`src/core/dct_map.svh`:
```
// Constants of the dual counter/timer: prescaler divisors and reset values.
// Assumes inclusion by bare name from the design files and the bench.
`ifndef DCT_MAP_SVH
`define DCT_MAP_SVH

// ==========================================================
// Prescaler divisors and select codes
`define DCT_DIV_SYS12    6'h0C
`define DCT_DIV_SYS4     6'h04
`define DCT_DIV_SYS48    6'h30
`define DCT_DIV_EXT8     6'h08
`define DCT_PSEL_SYS12   2'h0
`define DCT_PSEL_SYS4    2'h1
`define DCT_PSEL_SYS48   2'h2
`define DCT_PSEL_EXT8    2'h3

// ==========================================================
// Reset values
`define DCT_COUNT_RESET  8'h00
`define DCT_PIN_IDLE     1'h1

`endif

```
`src/core/dct_pkg.sv`:
```
// Types shared by the dual counter/timer design files.
// Assumes dct_map.svh is on the include path.
package dct_pkg;

	// ==========================================================
	// Mode field: 13-bit, 16-bit, 8-bit reload, split/inactive
	typedef enum logic [1:0] {
		DCT_MODE_13,
		DCT_MODE_16,
		DCT_MODE_RELOAD,
		DCT_MODE_SPLIT
	} dct_mode_e;

	// Per-timer configuration bits as software sets them.
	typedef struct packed {
		logic      run;
		logic      ext_gating_on;
		logic      counter_function;
		logic      sysclk_select;
		logic      gating_polarity;
		logic      irq_enable;
		dct_mode_e mode;
	} dct_cfg_s;

	// Result of one count step.
	typedef struct packed {
		logic [7:0] hi;
		logic [7:0] lo;
		logic       ovf;
	} dct_step_s;

endpackage

```
`src/core/dct_prescaler.sv`:
```
// Shared prescaler: one-cycle tick at sysclk/12, /4, /48 or ext/8.
// Assumes ext_rise is already synchronised to clk.
`timescale 1ns/1ps
`include "dct_map.svh"
module dct_prescaler (
	input  wire logic       clk,
	input  wire logic       rst_n,
	input  wire logic [1:0] sel,
	input  wire logic       ext_rise,
	output logic            tick
);
	logic [5:0] cnt_reg, cnt_next, limit;
	logic       tick_reg, tick_next, adv;

	always_comb begin
		if (sel == `DCT_PSEL_SYS12) begin
			limit = `DCT_DIV_SYS12;
		end else if (sel == `DCT_PSEL_SYS4) begin
			limit = `DCT_DIV_SYS4;
		end else if (sel == `DCT_PSEL_SYS48) begin
			limit = `DCT_DIV_SYS48;
		end else begin
			limit = `DCT_DIV_EXT8;
		end
		adv       = (sel == `DCT_PSEL_EXT8) ? ext_rise : 1'b1;
		cnt_next  = cnt_reg;
		tick_next = 1'b0;
		if (adv) begin
			// A range switch to a shorter divisor wraps at once.
			if (cnt_reg >= limit - 6'h01) begin
				cnt_next  = 6'h00;
				tick_next = 1'b1;
			end else begin
				cnt_next = cnt_reg + 6'h01;
			end
		end
	end

	always_ff @(posedge clk or negedge rst_n) begin
		if (!rst_n) begin
			cnt_reg  <= 6'h00;
			tick_reg <= 1'b0;
		end else begin
			cnt_reg  <= cnt_next;
			tick_reg <= tick_next;
		end
	end

	assign tick = tick_reg;
endmodule

```
`src/core/dct_sync_edge.sv`:
```
// Two-flop synchroniser with edge detection for one asynchronous pin.
// Assumes a free-running clk and a reset already synchronised.
`timescale 1ns/1ps
module dct_sync_edge #(
	parameter logic IDLE = 1'h1
) (
	input  wire logic clk,
	input  wire logic rst_n,
	input  wire logic pin,
	output logic      level,
	output logic      fall
);
	logic meta_reg, sync_reg, prev_reg;
	logic meta_next, sync_next, prev_next;

	always_comb begin
		meta_next = pin;
		sync_next = meta_reg;
		prev_next = sync_reg;
	end

	always_ff @(posedge clk or negedge rst_n) begin
		if (!rst_n) begin
			meta_reg <= IDLE;
			sync_reg <= IDLE;
			prev_reg <= IDLE;
		end else begin
			meta_reg <= meta_next;
			sync_reg <= sync_next;
			prev_reg <= prev_next;
		end
	end

	// Edge compares two synchronised samples, never the first flop.
	assign level = sync_reg;
	assign fall  = prev_reg & ~sync_reg;
endmodule

```
`src/core/dct_top.sv`:
```
// Two classic counter/timers, A and B, with shared prescaler.
// Assumes software drives the config ports and byte write strobes
// synchronously to clk; pins and the external clock are asynchronous.
//
// Notes on behaviour
// - Counter function counts each falling edge on the timer event pin.
// - Event rates up to a quarter of the system clock are counted.
// - Each count is 16 bits, written and read as low and high bytes.
// - 13-bit mode uses high byte and low bits 4..0; low 7..5 undefined.
// - 13-bit wrap from all ones sets the overflow flag and interrupt.
// - Timer function clocks from system clock if select is 1, else prescaler.
// - Count only when run is set and gating is off or input active, except A high byte and B during split.
// - Setting run never clears or reloads the count.
// - Timer B mirrors timer A with its own bits and gating input.
// - 16-bit mode counts all sixteen bits, controlled like 13-bit mode.
// - Reload mode: low byte counts, reloads from high byte on wrap, flags.
// - Split mode: A low byte is an 8-bit counter under A controls.
// - Split mode: A high byte times internally under B run, sets B flag.
// - During split, B takes no pin edges and sets no flag or interrupt.
// - During split, B runs in modes 0 to 2 and stops in mode 3.
// - Timer B never counts when its mode field selects mode 3.
// - Mode codes: 13-bit, 16-bit, 8-bit reload, split or inactive.
// - Prescaler gives sysclk /12, /4, /48 or synchronised ext clock /8.
// - Flags clear by software or when the interrupt is vectored.
// - System clock select is ignored while counter function is on, except by the A high byte and by B during split.
`timescale 1ns/1ps
`include "dct_map.svh"
module dct_top
	import dct_pkg::*;
(
	input  wire logic       clk,
	input  wire logic       rst_n,
	input  wire logic       event_pin_a,
	input  wire logic       event_pin_b,
	input  wire logic       gating_input_a,
	input  wire logic       gating_input_b,
	input  wire logic       ext_clk_in,
	input  wire dct_cfg_s   cfg_a,
	input  wire dct_cfg_s   cfg_b,
	input  wire logic [1:0] shared_prescale_select,
	input  wire logic [7:0] wr_data,
	input  wire logic       wr_a_low,
	input  wire logic       wr_a_high,
	input  wire logic       wr_b_low,
	input  wire logic       wr_b_high,
	input  wire logic       flag_clr_a,
	input  wire logic       flag_clr_b,
	input  wire logic       irq_ack_a,
	input  wire logic       irq_ack_b,
	output logic [7:0]      timer_a_count_low,
	output logic [7:0]      timer_a_count_high,
	output logic [7:0]      timer_b_count_low,
	output logic [7:0]      timer_b_count_high,
	output logic            timer_a_overflow_flag,
	output logic            timer_b_overflow_flag,
	output logic            irq_a,
	output logic            irq_b,
	output logic            timer_b_ovf_pulse
);

	// ==========================================================
	// Reset release
	// Assertion is asynchronous but release passes two flops, so every
	// register leaves reset on the same clean edge of clk.
	logic [1:0] rst_pipe_reg;
	logic [1:0] rst_pipe_next;
	logic       rst_core_n;

	always_comb begin
		rst_pipe_next = {rst_pipe_reg[0], 1'b1};
	end

	always_ff @(posedge clk or negedge rst_n) begin
		if (!rst_n) begin
			rst_pipe_reg <= 2'h0;
		end else begin
			rst_pipe_reg <= rst_pipe_next;
		end
	end

	assign rst_core_n = rst_pipe_reg[1];

	// ==========================================================
	// Pin synchronisers and prescaler
	logic evt_a_fall, evt_b_fall;
	logic gate_a_lvl, gate_b_lvl;
	logic ext_lvl, ext_prev_reg, ext_rise;
	logic presc_tick;

	// A level held for two clocks always reaches the second flop, so
	// events up to a quarter of clk each give exactly one falling edge.
	dct_sync_edge #(.IDLE(`DCT_PIN_IDLE)) u_sync_evt_a (
		.clk   (clk),
		.rst_n (rst_core_n),
		.pin   (event_pin_a),
		.level (),
		.fall  (evt_a_fall)
	);

	dct_sync_edge #(.IDLE(`DCT_PIN_IDLE)) u_sync_evt_b (
		.clk   (clk),
		.rst_n (rst_core_n),
		.pin   (event_pin_b),
		.level (),
		.fall  (evt_b_fall)
	);

	dct_sync_edge #(.IDLE(`DCT_PIN_IDLE)) u_sync_gate_a (
		.clk   (clk),
		.rst_n (rst_core_n),
		.pin   (gating_input_a),
		.level (gate_a_lvl),
		.fall  ()
	);

	dct_sync_edge #(.IDLE(`DCT_PIN_IDLE)) u_sync_gate_b (
		.clk   (clk),
		.rst_n (rst_core_n),
		.pin   (gating_input_b),
		.level (gate_b_lvl),
		.fall  ()
	);

	// The external clock is sampled, not used as a clock, so it must
	// run below half of clk, each level longer than one clk, to be divided correctly.
	dct_sync_edge #(.IDLE(1'h0)) u_sync_ext (
		.clk   (clk),
		.rst_n (rst_core_n),
		.pin   (ext_clk_in),
		.level (ext_lvl),
		.fall  ()
	);

	always_ff @(posedge clk or negedge rst_core_n) begin
		if (!rst_core_n) begin
			ext_prev_reg <= 1'b0;
		end else begin
			ext_prev_reg <= ext_lvl;
		end
	end

	assign ext_rise = ext_lvl & ~ext_prev_reg;

	dct_prescaler u_presc (
		.clk      (clk),
		.rst_n    (rst_core_n),
		.sel      (shared_prescale_select),
		.ext_rise (ext_rise),
		.tick     (presc_tick)
	);

	// ==========================================================
	// Count step shared by both timers
	function automatic dct_step_s dct_step(
		input dct_mode_e  m,
		input logic [7:0] lo,
		input logic [7:0] hi
	);
		dct_step_s   r;
		logic [12:0] c13;
		logic [15:0] c16;
		r   = '{hi: hi, lo: lo, ovf: 1'b0};
		c13 = {hi, lo[4:0]} + 13'h0001;
		c16 = {hi, lo} + 16'h0001;
		// Code 3 is split mode for timer A; timer B never steps in it,
		// because its tick is forced low in that mode.
		case (m)
			DCT_MODE_13: begin
				r.hi  = c13[12:5];
				r.lo  = {lo[7:5], c13[4:0]};
				r.ovf = &{hi, lo[4:0]};
			end
			DCT_MODE_16: begin
				r.hi  = c16[15:8];
				r.lo  = c16[7:0];
				r.ovf = &{hi, lo};
			end
			DCT_MODE_RELOAD: begin
				r.ovf = &lo;
				r.lo  = r.ovf ? hi : lo + 8'h01;
			end
			default: begin
				r.ovf = &lo;
				r.lo  = lo + 8'h01;
			end
		endcase
		return r;
	endfunction

	// ==========================================================
	// Tick selection and run control
	logic split;
	logic int_tick_a, int_tick_b;
	logic run_a, run_b;
	logic tick_a, tick_ah, tick_b;

	always_comb begin
		split      = (cfg_a.mode == DCT_MODE_SPLIT);
		int_tick_a = cfg_a.sysclk_select ? 1'b1 : presc_tick;
		int_tick_b = cfg_b.sysclk_select ? 1'b1 : presc_tick;
		run_a = cfg_a.run & (~cfg_a.ext_gating_on |
			(gate_a_lvl == cfg_a.gating_polarity));
		run_b = cfg_b.run & (~cfg_b.ext_gating_on |
			(gate_b_lvl == cfg_b.gating_polarity));
		// Counter function overrides the clock select.
		tick_a = run_a &
			(cfg_a.counter_function ? evt_a_fall : int_tick_a);
		tick_ah = split & cfg_b.run & int_tick_a;
		if (cfg_b.mode == DCT_MODE_SPLIT) begin
			tick_b = 1'b0;
		end else if (split) begin
			tick_b = int_tick_b;
		end else begin
			tick_b = run_b &
				(cfg_b.counter_function ? evt_b_fall : int_tick_b);
		end
	end

	// ==========================================================
	// Count registers and flags
	logic [7:0] a_lo_reg, a_hi_reg, b_lo_reg, b_hi_reg;
	logic [7:0] a_lo_next, a_hi_next, b_lo_next, b_hi_next;
	logic       fa_reg, fb_reg, fa_next, fb_next;
	logic       bpulse_reg, bpulse_next;
	logic       set_a, set_b;
	dct_step_s  sa, sb;

	always_comb begin
		sa = dct_step(cfg_a.mode, a_lo_reg, a_hi_reg);
		sb = dct_step(cfg_b.mode, b_lo_reg, b_hi_reg);
		// Run only gates ticks; the stored count is left as it is.
		a_lo_next = a_lo_reg;
		a_hi_next = a_hi_reg;
		b_lo_next = b_lo_reg;
		b_hi_next = b_hi_reg;
		if (tick_a) begin
			a_lo_next = sa.lo;
			if (!split) begin
				a_hi_next = sa.hi;
			end
		end
		if (tick_ah) begin
			a_hi_next = a_hi_reg + 8'h01;
		end
		if (tick_b) begin
			b_lo_next = sb.lo;
			b_hi_next = sb.hi;
		end
		// A software write to a byte wins over a count in that cycle.
		if (wr_a_low) begin
			a_lo_next = wr_data;
		end
		if (wr_a_high) begin
			a_hi_next = wr_data;
		end
		if (wr_b_low) begin
			b_lo_next = wr_data;
		end
		if (wr_b_high) begin
			b_hi_next = wr_data;
		end
		set_a       = tick_a & sa.ovf;
		bpulse_next = tick_b & sb.ovf;
		// In split mode flag B belongs to the high byte of timer A, and
		// the overflow of timer B itself only reaches the pulse output.
		set_b = split ? (tick_ah & (&a_hi_reg)) : bpulse_next;
		fa_next = set_a | (fa_reg & ~(flag_clr_a | irq_ack_a));
		fb_next = set_b | (fb_reg & ~(flag_clr_b | irq_ack_b));
	end

	always_ff @(posedge clk or negedge rst_core_n) begin
		if (!rst_core_n) begin
			a_lo_reg   <= `DCT_COUNT_RESET;
			a_hi_reg   <= `DCT_COUNT_RESET;
			b_lo_reg   <= `DCT_COUNT_RESET;
			b_hi_reg   <= `DCT_COUNT_RESET;
			fa_reg     <= 1'b0;
			fb_reg     <= 1'b0;
			bpulse_reg <= 1'b0;
		end else begin
			a_lo_reg   <= a_lo_next;
			a_hi_reg   <= a_hi_next;
			b_lo_reg   <= b_lo_next;
			b_hi_reg   <= b_hi_next;
			fa_reg     <= fa_next;
			fb_reg     <= fb_next;
			bpulse_reg <= bpulse_next;
		end
	end

	// ==========================================================
	// Outputs
	assign timer_a_count_low     = a_lo_reg;
	assign timer_a_count_high    = a_hi_reg;
	assign timer_b_count_low     = b_lo_reg;
	assign timer_b_count_high    = b_hi_reg;
	assign timer_a_overflow_flag = fa_reg;
	assign timer_b_overflow_flag = fb_reg;
	assign timer_b_ovf_pulse     = bpulse_reg;
	assign irq_a = fa_reg & cfg_a.irq_enable;
	assign irq_b = fb_reg & cfg_b.irq_enable;
endmodule

```
`config.mk`:
```
export PLATFORM = sky130hd
export DESIGN_NAME = dct_top
export DESIGN_NICKNAME = d
export VERILOG_FILES = /design/src/core/dct_pkg.sv /design/src/core/dct_prescaler.sv /design/src/core/dct_sync_edge.sv /design/src/core/dct_top.sv
export VERILOG_INCLUDE_DIRS = /design/src /design/src/core
export SDC_FILE = /design/constraint.sdc
export NUM_CORES = 1
export LEC_CHECK = 0
export BUFFER_PORTS_ARGS = -buffer_cell sky130_fd_sc_hd__buf_2
export CORE_UTILIZATION = 40
export CTS_CLUSTER_DIAMETER = 50
export CTS_CLUSTER_SIZE = 30
export DETAILED_ROUTE_END_ITERATION = 7
export HOLD_SLACK_MARGIN = 0.12
export SKIP_CTS_REPAIR_TIMING = 1
export SYNTH_ARGS = -nofsm -noshare
export SYNTH_HDL_FRONTEND = slang
export SYNTH_SLANG_ARGS = --single-unit
```
`constraint.sdc`:
```
create_clock -name clk -period 2.05 [get_ports clk]
set_clock_uncertainty 0.15 [all_clocks]
set_input_delay 0.205 -clock clk [delete_from_list [all_inputs] [get_ports clk]]
set_output_delay 0.205 -clock clk [all_outputs]
set_load 0.01 [all_outputs]
```
# Word-level counts from Yosys, hierarchy flattened
# Index checks and enable logic that the tools add are counted.
dict set report word_totals {
  regBits 57
  in_bits 41
  out_inout_bits 37
  word_cells 128
}
dict set report classes {
  addsub 9
  order_cmp 1
  eq_ne 14
  n_mux 30
  bitwise_logic 29
  reduce_logical 20
}
# cell n
set ops {}
lappend ops {{$mux 8} 12}
lappend ops {{$pmux 9 s3} 2}
lappend ops {{$add 16x1->16 const B} 2}
lappend ops {{$pmux 8 s2} 2}
lappend ops {{$reduce_and 16->1} 2}
lappend ops {{$add 13x1->13 const B} 2}
lappend ops {{$reduce_and 13->1} 2}
lappend ops {{$add 8x1->8 const B} 3}
lappend ops {{$mux 6} 4}
lappend ops {{$reduce_and 8->1} 3}
lappend ops {{$and 1x1->1} 16}
lappend ops {{$eq 2x2->1 const B} 6}
lappend ops {{$mux 1} 10}
lappend ops {{$not 1->1} 7}
lappend ops {{$add 6x1->6 const B} 1}
lappend ops {{$eq 2x1->1 const B} 3}
lappend ops {{$ge 6x6->1} 1}
lappend ops {{$logic_not 2->1} 3}
lappend ops {{$or 1x1->1} 6}
lappend ops {{$reduce_and 2->1} 3}
lappend ops {{$reduce_bool 2->1} 3}
lappend ops {{$reduce_bool 3->1} 2}
lappend ops {{$sub 6x1->6 const B} 1}
lappend ops {{$ne 2x2->1 const B} 2}
lappend ops {{other kinds (4)} 5}

# Longest topological paths before layout
dict set report logic_depth {
  depth_word 9
  ltp_mapped 7
  mapped_depth_nobuf 7
}

# By module
# A second synthesis with hierarchy kept.
dict set report unflattened {
  hier_cells 388
  hier_area_um2 3674.8
}
# mod instances cells_per_inst area_per_inst_um2 seq_area_each_um2
set by_module_without_submodules {}
lappend by_module_without_submodules {dct_top 1 322 2741.4 950.9}
lappend by_module_without_submodules {dct_prescaler 1 46 474.2 175.2}
lappend by_module_without_submodules {{dct_sync_edge at u_sync_evt_a ...} 4 4 92.6 78.8}
lappend by_module_without_submodules {{dct_sync_edge at u_sync_ext} 1 4 88.8 75.1}

# Worst setup path after synthesis
# OpenSTA, ideal clock, no wires.
dict set report synth_path {
  kind {flip-flop to flip-flop}
  startpoint {register a_lo_reg[0] (netlist: timer_a_count_low[0])}
  endpoint {register a_hi_reg[4] (netlist: timer_a_count_high[4])}
  setup_ps 126
  arrival_time_ps 2136
  t_required_ps 1774
  slack_ps -362
  path_stages_with_launch 7
  n_path_buf 0
  period_less_slack_ps 2412
  cell_sequence {dfrtp_1 -> ha_1 -> nand4_2 -> or3_4 -> a2111oi_4 -> o211ai_1 -> a221o_1}
}
dict set report synth_via {
  elab_chain_len 6
  word_cells_on_any_way 7
  classes_between {add/sub (2); mux (5)}
}
# item line
set synth_lines {}
lappend synth_lines {{start: declaration} dct_top.sv:221} ;# logic [7:0] a_lo_reg, a_hi_reg, b_lo_reg, b_hi_reg;
lappend synth_lines {{start signal: assignment} dct_top.sv:273} ;# a_lo_reg <= `DCT_COUNT_RESET;
lappend synth_lines {{start signal: assignment} dct_top.sv:281} ;# a_lo_reg <= a_lo_next;
lappend synth_lines {{$add 16x1->16 / $add 13x1->13 (equally long branches)} {dct_top.sv:164, dct_top.sv:163}}
lappend synth_lines {{$pmux 8 s2 *} dct_top.sv:167} ;# case (m)
lappend synth_lines {{$mux 8 *} dct_top.sv:238} ;# if (!split) begin
lappend synth_lines {{$mux 8 *} dct_top.sv:236} ;# if (tick_a) begin
lappend synth_lines {{$mux 8 *} dct_top.sv:242} ;# if (tick_ah) begin
lappend synth_lines {{$mux 8 *} dct_top.sv:253} ;# if (wr_a_high) begin
lappend synth_lines {{end signal: assignment} dct_top.sv:274} ;# a_hi_reg <= `DCT_COUNT_RESET;
lappend synth_lines {{end signal: assignment} dct_top.sv:282} ;# a_hi_reg <= a_hi_next;
lappend synth_lines {{end: declaration} dct_top.sv:221}
# Mark *: on every way between the ends. The rest lies on a longest branch, timed or not. The select of a mux whose other input is x is not followed.
# A chain may end at the register's enable or synchronous reset.

# Worst setup path after layout
dict set report layout_path {
  startpoint {register u_sync_evt_b.prev_reg}
  endpoint {register b_hi_reg[1] (netlist: timer_b_count_high[1])}
}
dict set report layout_via {
  elab_chain_len 7
}
# item line
set layout_lines {}
lappend layout_lines {{start: declaration} dct_sync_edge.sv:13} ;# logic meta_reg, sync_reg, prev_reg;
lappend layout_lines {{start signal: assignment} dct_sync_edge.sv:30} ;# prev_reg <= prev_next;
lappend layout_lines {{$and 1x1->1} dct_sync_edge.sv:36} ;# assign fall = prev_reg & ~sync_reg;
lappend layout_lines {{$mux 1} dct_top.sv:215} ;# (cfg_b.counter_function ? evt_b_fall : int_tick_b);
lappend layout_lines {{$and 1x1->1} dct_top.sv:214} ;# tick_b = run_b &
lappend layout_lines {{$mux 1} dct_top.sv:211} ;# end else if (split) begin
lappend layout_lines {{$mux 1} dct_top.sv:209} ;# if (cfg_b.mode == DCT_MODE_SPLIT) begin
lappend layout_lines {{$reduce_bool 2->1 (no source line)} --}
lappend layout_lines {{$reduce_and 2->1 (no source line)} --}
lappend layout_lines {{end signal: assignment} dct_top.sv:276} ;# b_hi_reg <= `DCT_COUNT_RESET;
lappend layout_lines {{end signal: assignment} dct_top.sv:284} ;# b_hi_reg <= b_hi_next;
lappend layout_lines {{end: declaration} dct_top.sv:221}
# Every way passes these cells.

==> impl_metrics.yaml <==
cts:
  numClockSinks: 57
  root_buffer: "clkbuf_8"
  cts_tree: "yes"
  cts_max_path_buffers: 2
  cts_max_level: 3
  worstSkewPairLatency_ps: 340
  cts_buffers: 9
  clk_pin_slew_ps: 70
logic_synthesis:
  yosysUniqueCellTypes: 68
  syn_inst: 381
  async_flop_share_pct: 100
  synth_flop_cell: "dfrtp_1"
  syn_area_per_cell_um2: 9.16
  yosys.area.top_type: "dfrtp_1"
  ys.warnings.count: 0
  ys_seq_area_share_pct: 41.2
  ys_ff_latch: 57
  post-synth-top-count-cell: "dfrtp_1"
  synth_edf_count: 0
  synth_area_leaders: "dfrtp_1, dfstp_2, nand2_1, o31ai_1, nor2_1"
  synth_common_cells: "dfrtp_1, nand2_1, nor2_1"
  yosys.area.top_type_share_pct: 33.7
  synth_area_mm2: 0.00349
worst_setup_path:
  cp_max_fo: 13
  arrival_ps: 2330
  end_kind: "register"
  critPathKind: "register to register"
  required_ps: 2170
  crit_path_start: "u_sync_evt_b.prev_reg$_DFF_PN1_"
  r2r-start: "u_sync_evt_b.prev_reg$_DFF_PN1_"
  startpoint_type: "register"
  r2r_slack_ps: -160
detailed_routing:
  wl_per_cell_um: 16.6
  drcViolationCount: 0
  antenna_left: 0
  dr.pass1.iters: 4
  vias: 3607
  via_per_inst: 5.56
  drt_iter0_drc: 157
  routed_wl_mm: 10.8
sta:
  slew_viol_final: 0
  finalHoldViolations: 0
  rsz0062_at_grt: "yes"
  finalCritPeriodShare_pct: 108
  finalSetupTns_ps: -1350
  relSlewSlack_pct: 66.4
  max_freq_mhz: 453
  post-route-min-period_ps: 2210
  tightest_slew_ps: 504
  setup_ws_ps: -159
  setup_viol: 16
global_routing:
  grt_antenna_before_repair: 0
  grt_overflow: 0
  grt_first_pass_wirelength_mm: 16.7
  grtUsageTotal_pct: 24.0
  first_global_vias: 3370
  grt_max_degree: 30
power_and_ir_drop:
  p_int_uw: 2410
  p_per_area_mw_per_mm2: 726
  pwr-share-seq_pct: 39.9
  power_frac_clock_pct: 30.1
  p_total_uw: 3640
  total_leakage_power_uw: 0.00223
  combPwrFrac_pct: 30.0
  switchingPower_uw: 1230
  swShare_pct: 33.7
  ir_drop_uv: 533
placement:
  post-place-ws_ps: -219
  post_dp_cell_area_mm2: 0.00441
  port_buffers: 77
  dp_hpwl_mm: 7.77
  gp_congestion: 0.861
finish:
  syn2layout_area_growth_pct: 43.6
  drive_above_1_share_pct: 37.9
  nets: 588
  finish.utilization_pct: 60.1
  design_area_mm2: 0.00501
  num_antenna_cells: 0
worst_hold_path:
  worstHoldPathType: "register to asynchronous set/reset pin"
floorplan:
  die_width_um: 95.4
  core_mm2: 0.00834
  die-area_mm2: 0.00910
  io_pins: 78
  die_h_um: 95.4
  initial_core_util_pct: 41.9
  rows: 33
job:
  drv_cap: 0
run_status:
  status: "finished, violations left"
  violations: "negative setup slack"
-- area by class of cell --
class                           count  area, um^2
Fill cell                         768        3330
Tap cell                          105         131
Timing Repair Buffer              160        1090
Multi-Input combinational cell    300        2100
Clock buffer                       10         138
Sequential cell                    57        1450
Clock inverter                      6        67.6
Inverter                           11        41.3
-- stage by stage --
stage          cells  hold WS (ps)
2_1_floorplan    382          -241
3_3_place_gp     603          -160
3_5_place_dp     603          -159
4_1_cts          619          -539
5_1_grt          649           122
6_report         649          90.1
-- logic make-up after synthesis --
family / after synthesis / share of synthesized area, %
and+or+nand+nor: 151 / 22.7
AOI/OAI and AO/OA: 124 / 26.0
DFF: 57 / 41.2
buffers and inverters: 25 / 2.97
muxes: 9 / 2.69
adders and majority gates: 8 / 2.87
xor gates and xnor gates: 6 / 1.51
other: 1 / 0.107
-- layout by cell type, fill, tap and decap left out, drive strengths merged, types with 3 or more instances in the layout --
cell type,instances
a221o,4
a21oi,17
a2111oi,4
o211ai,7
xnor2,5
ha,8
mux2,3
nor3,6
or3,3
a21o,7
and3,12
a211oi,4
o31ai,23
nand4,6
clkinv,3
dlygate4sd3,21
a31oi,16
clkbuf,10
o21ai,19
dfstp,10
and2,3
dfrtp,47
nand3,12
buf,139
nand2b,10
inv,11
nand2,44
or4,12
mux2i,6
nor2,32
-- path summary, 6_finish.rpt --
kind                            cells after the start                                 to
worst max-delay path                                5  timer_b_count_high[1]$_DFFE_PN0P_
worst min-delay path                                0   timer_b_count_low[1]$_DFFE_PN0P_
worst max register to register                      5  timer_b_count_high[1]$_DFFE_PN0P_
worst min register to register                      0   timer_b_count_low[1]$_DFFE_PN0P_
max in group asynchronous                           1    u_sync_evt_a.meta_reg$_DFF_PN1_
min in group clk                                    3   timer_b_count_low[0]$_DFFE_PN0P_
-- power groups by stage --
stage	Clock (uW)	Combinational [uW]	Sequential [uW]
final	1090	1090	1450
after global routing	1170	1220	1480
after CTS	1120	983	1450
after detailed placement	0	979	1470
after global placement	0	953	1460
after floorplan	0	513	1490
-- critical path, cell delays in order, from the launching register on --
cell and delay [ps]:
dfstp_2 550, nand2b_4 50, a221o_1 340, a211o_4 400
or4_1 480, a31oi_1 170
-- layer usage --
metal	up-vias	global-route usage (%)	share of wire (%)
met2	107	38.0	47
li1	1773	-	-
met3	14	4.47	5.5
met4	0	7.34	1.3
met1	1713	33.3	46
met5	-	0	0
No activity file was read; power rests on OpenSTA's default activity.
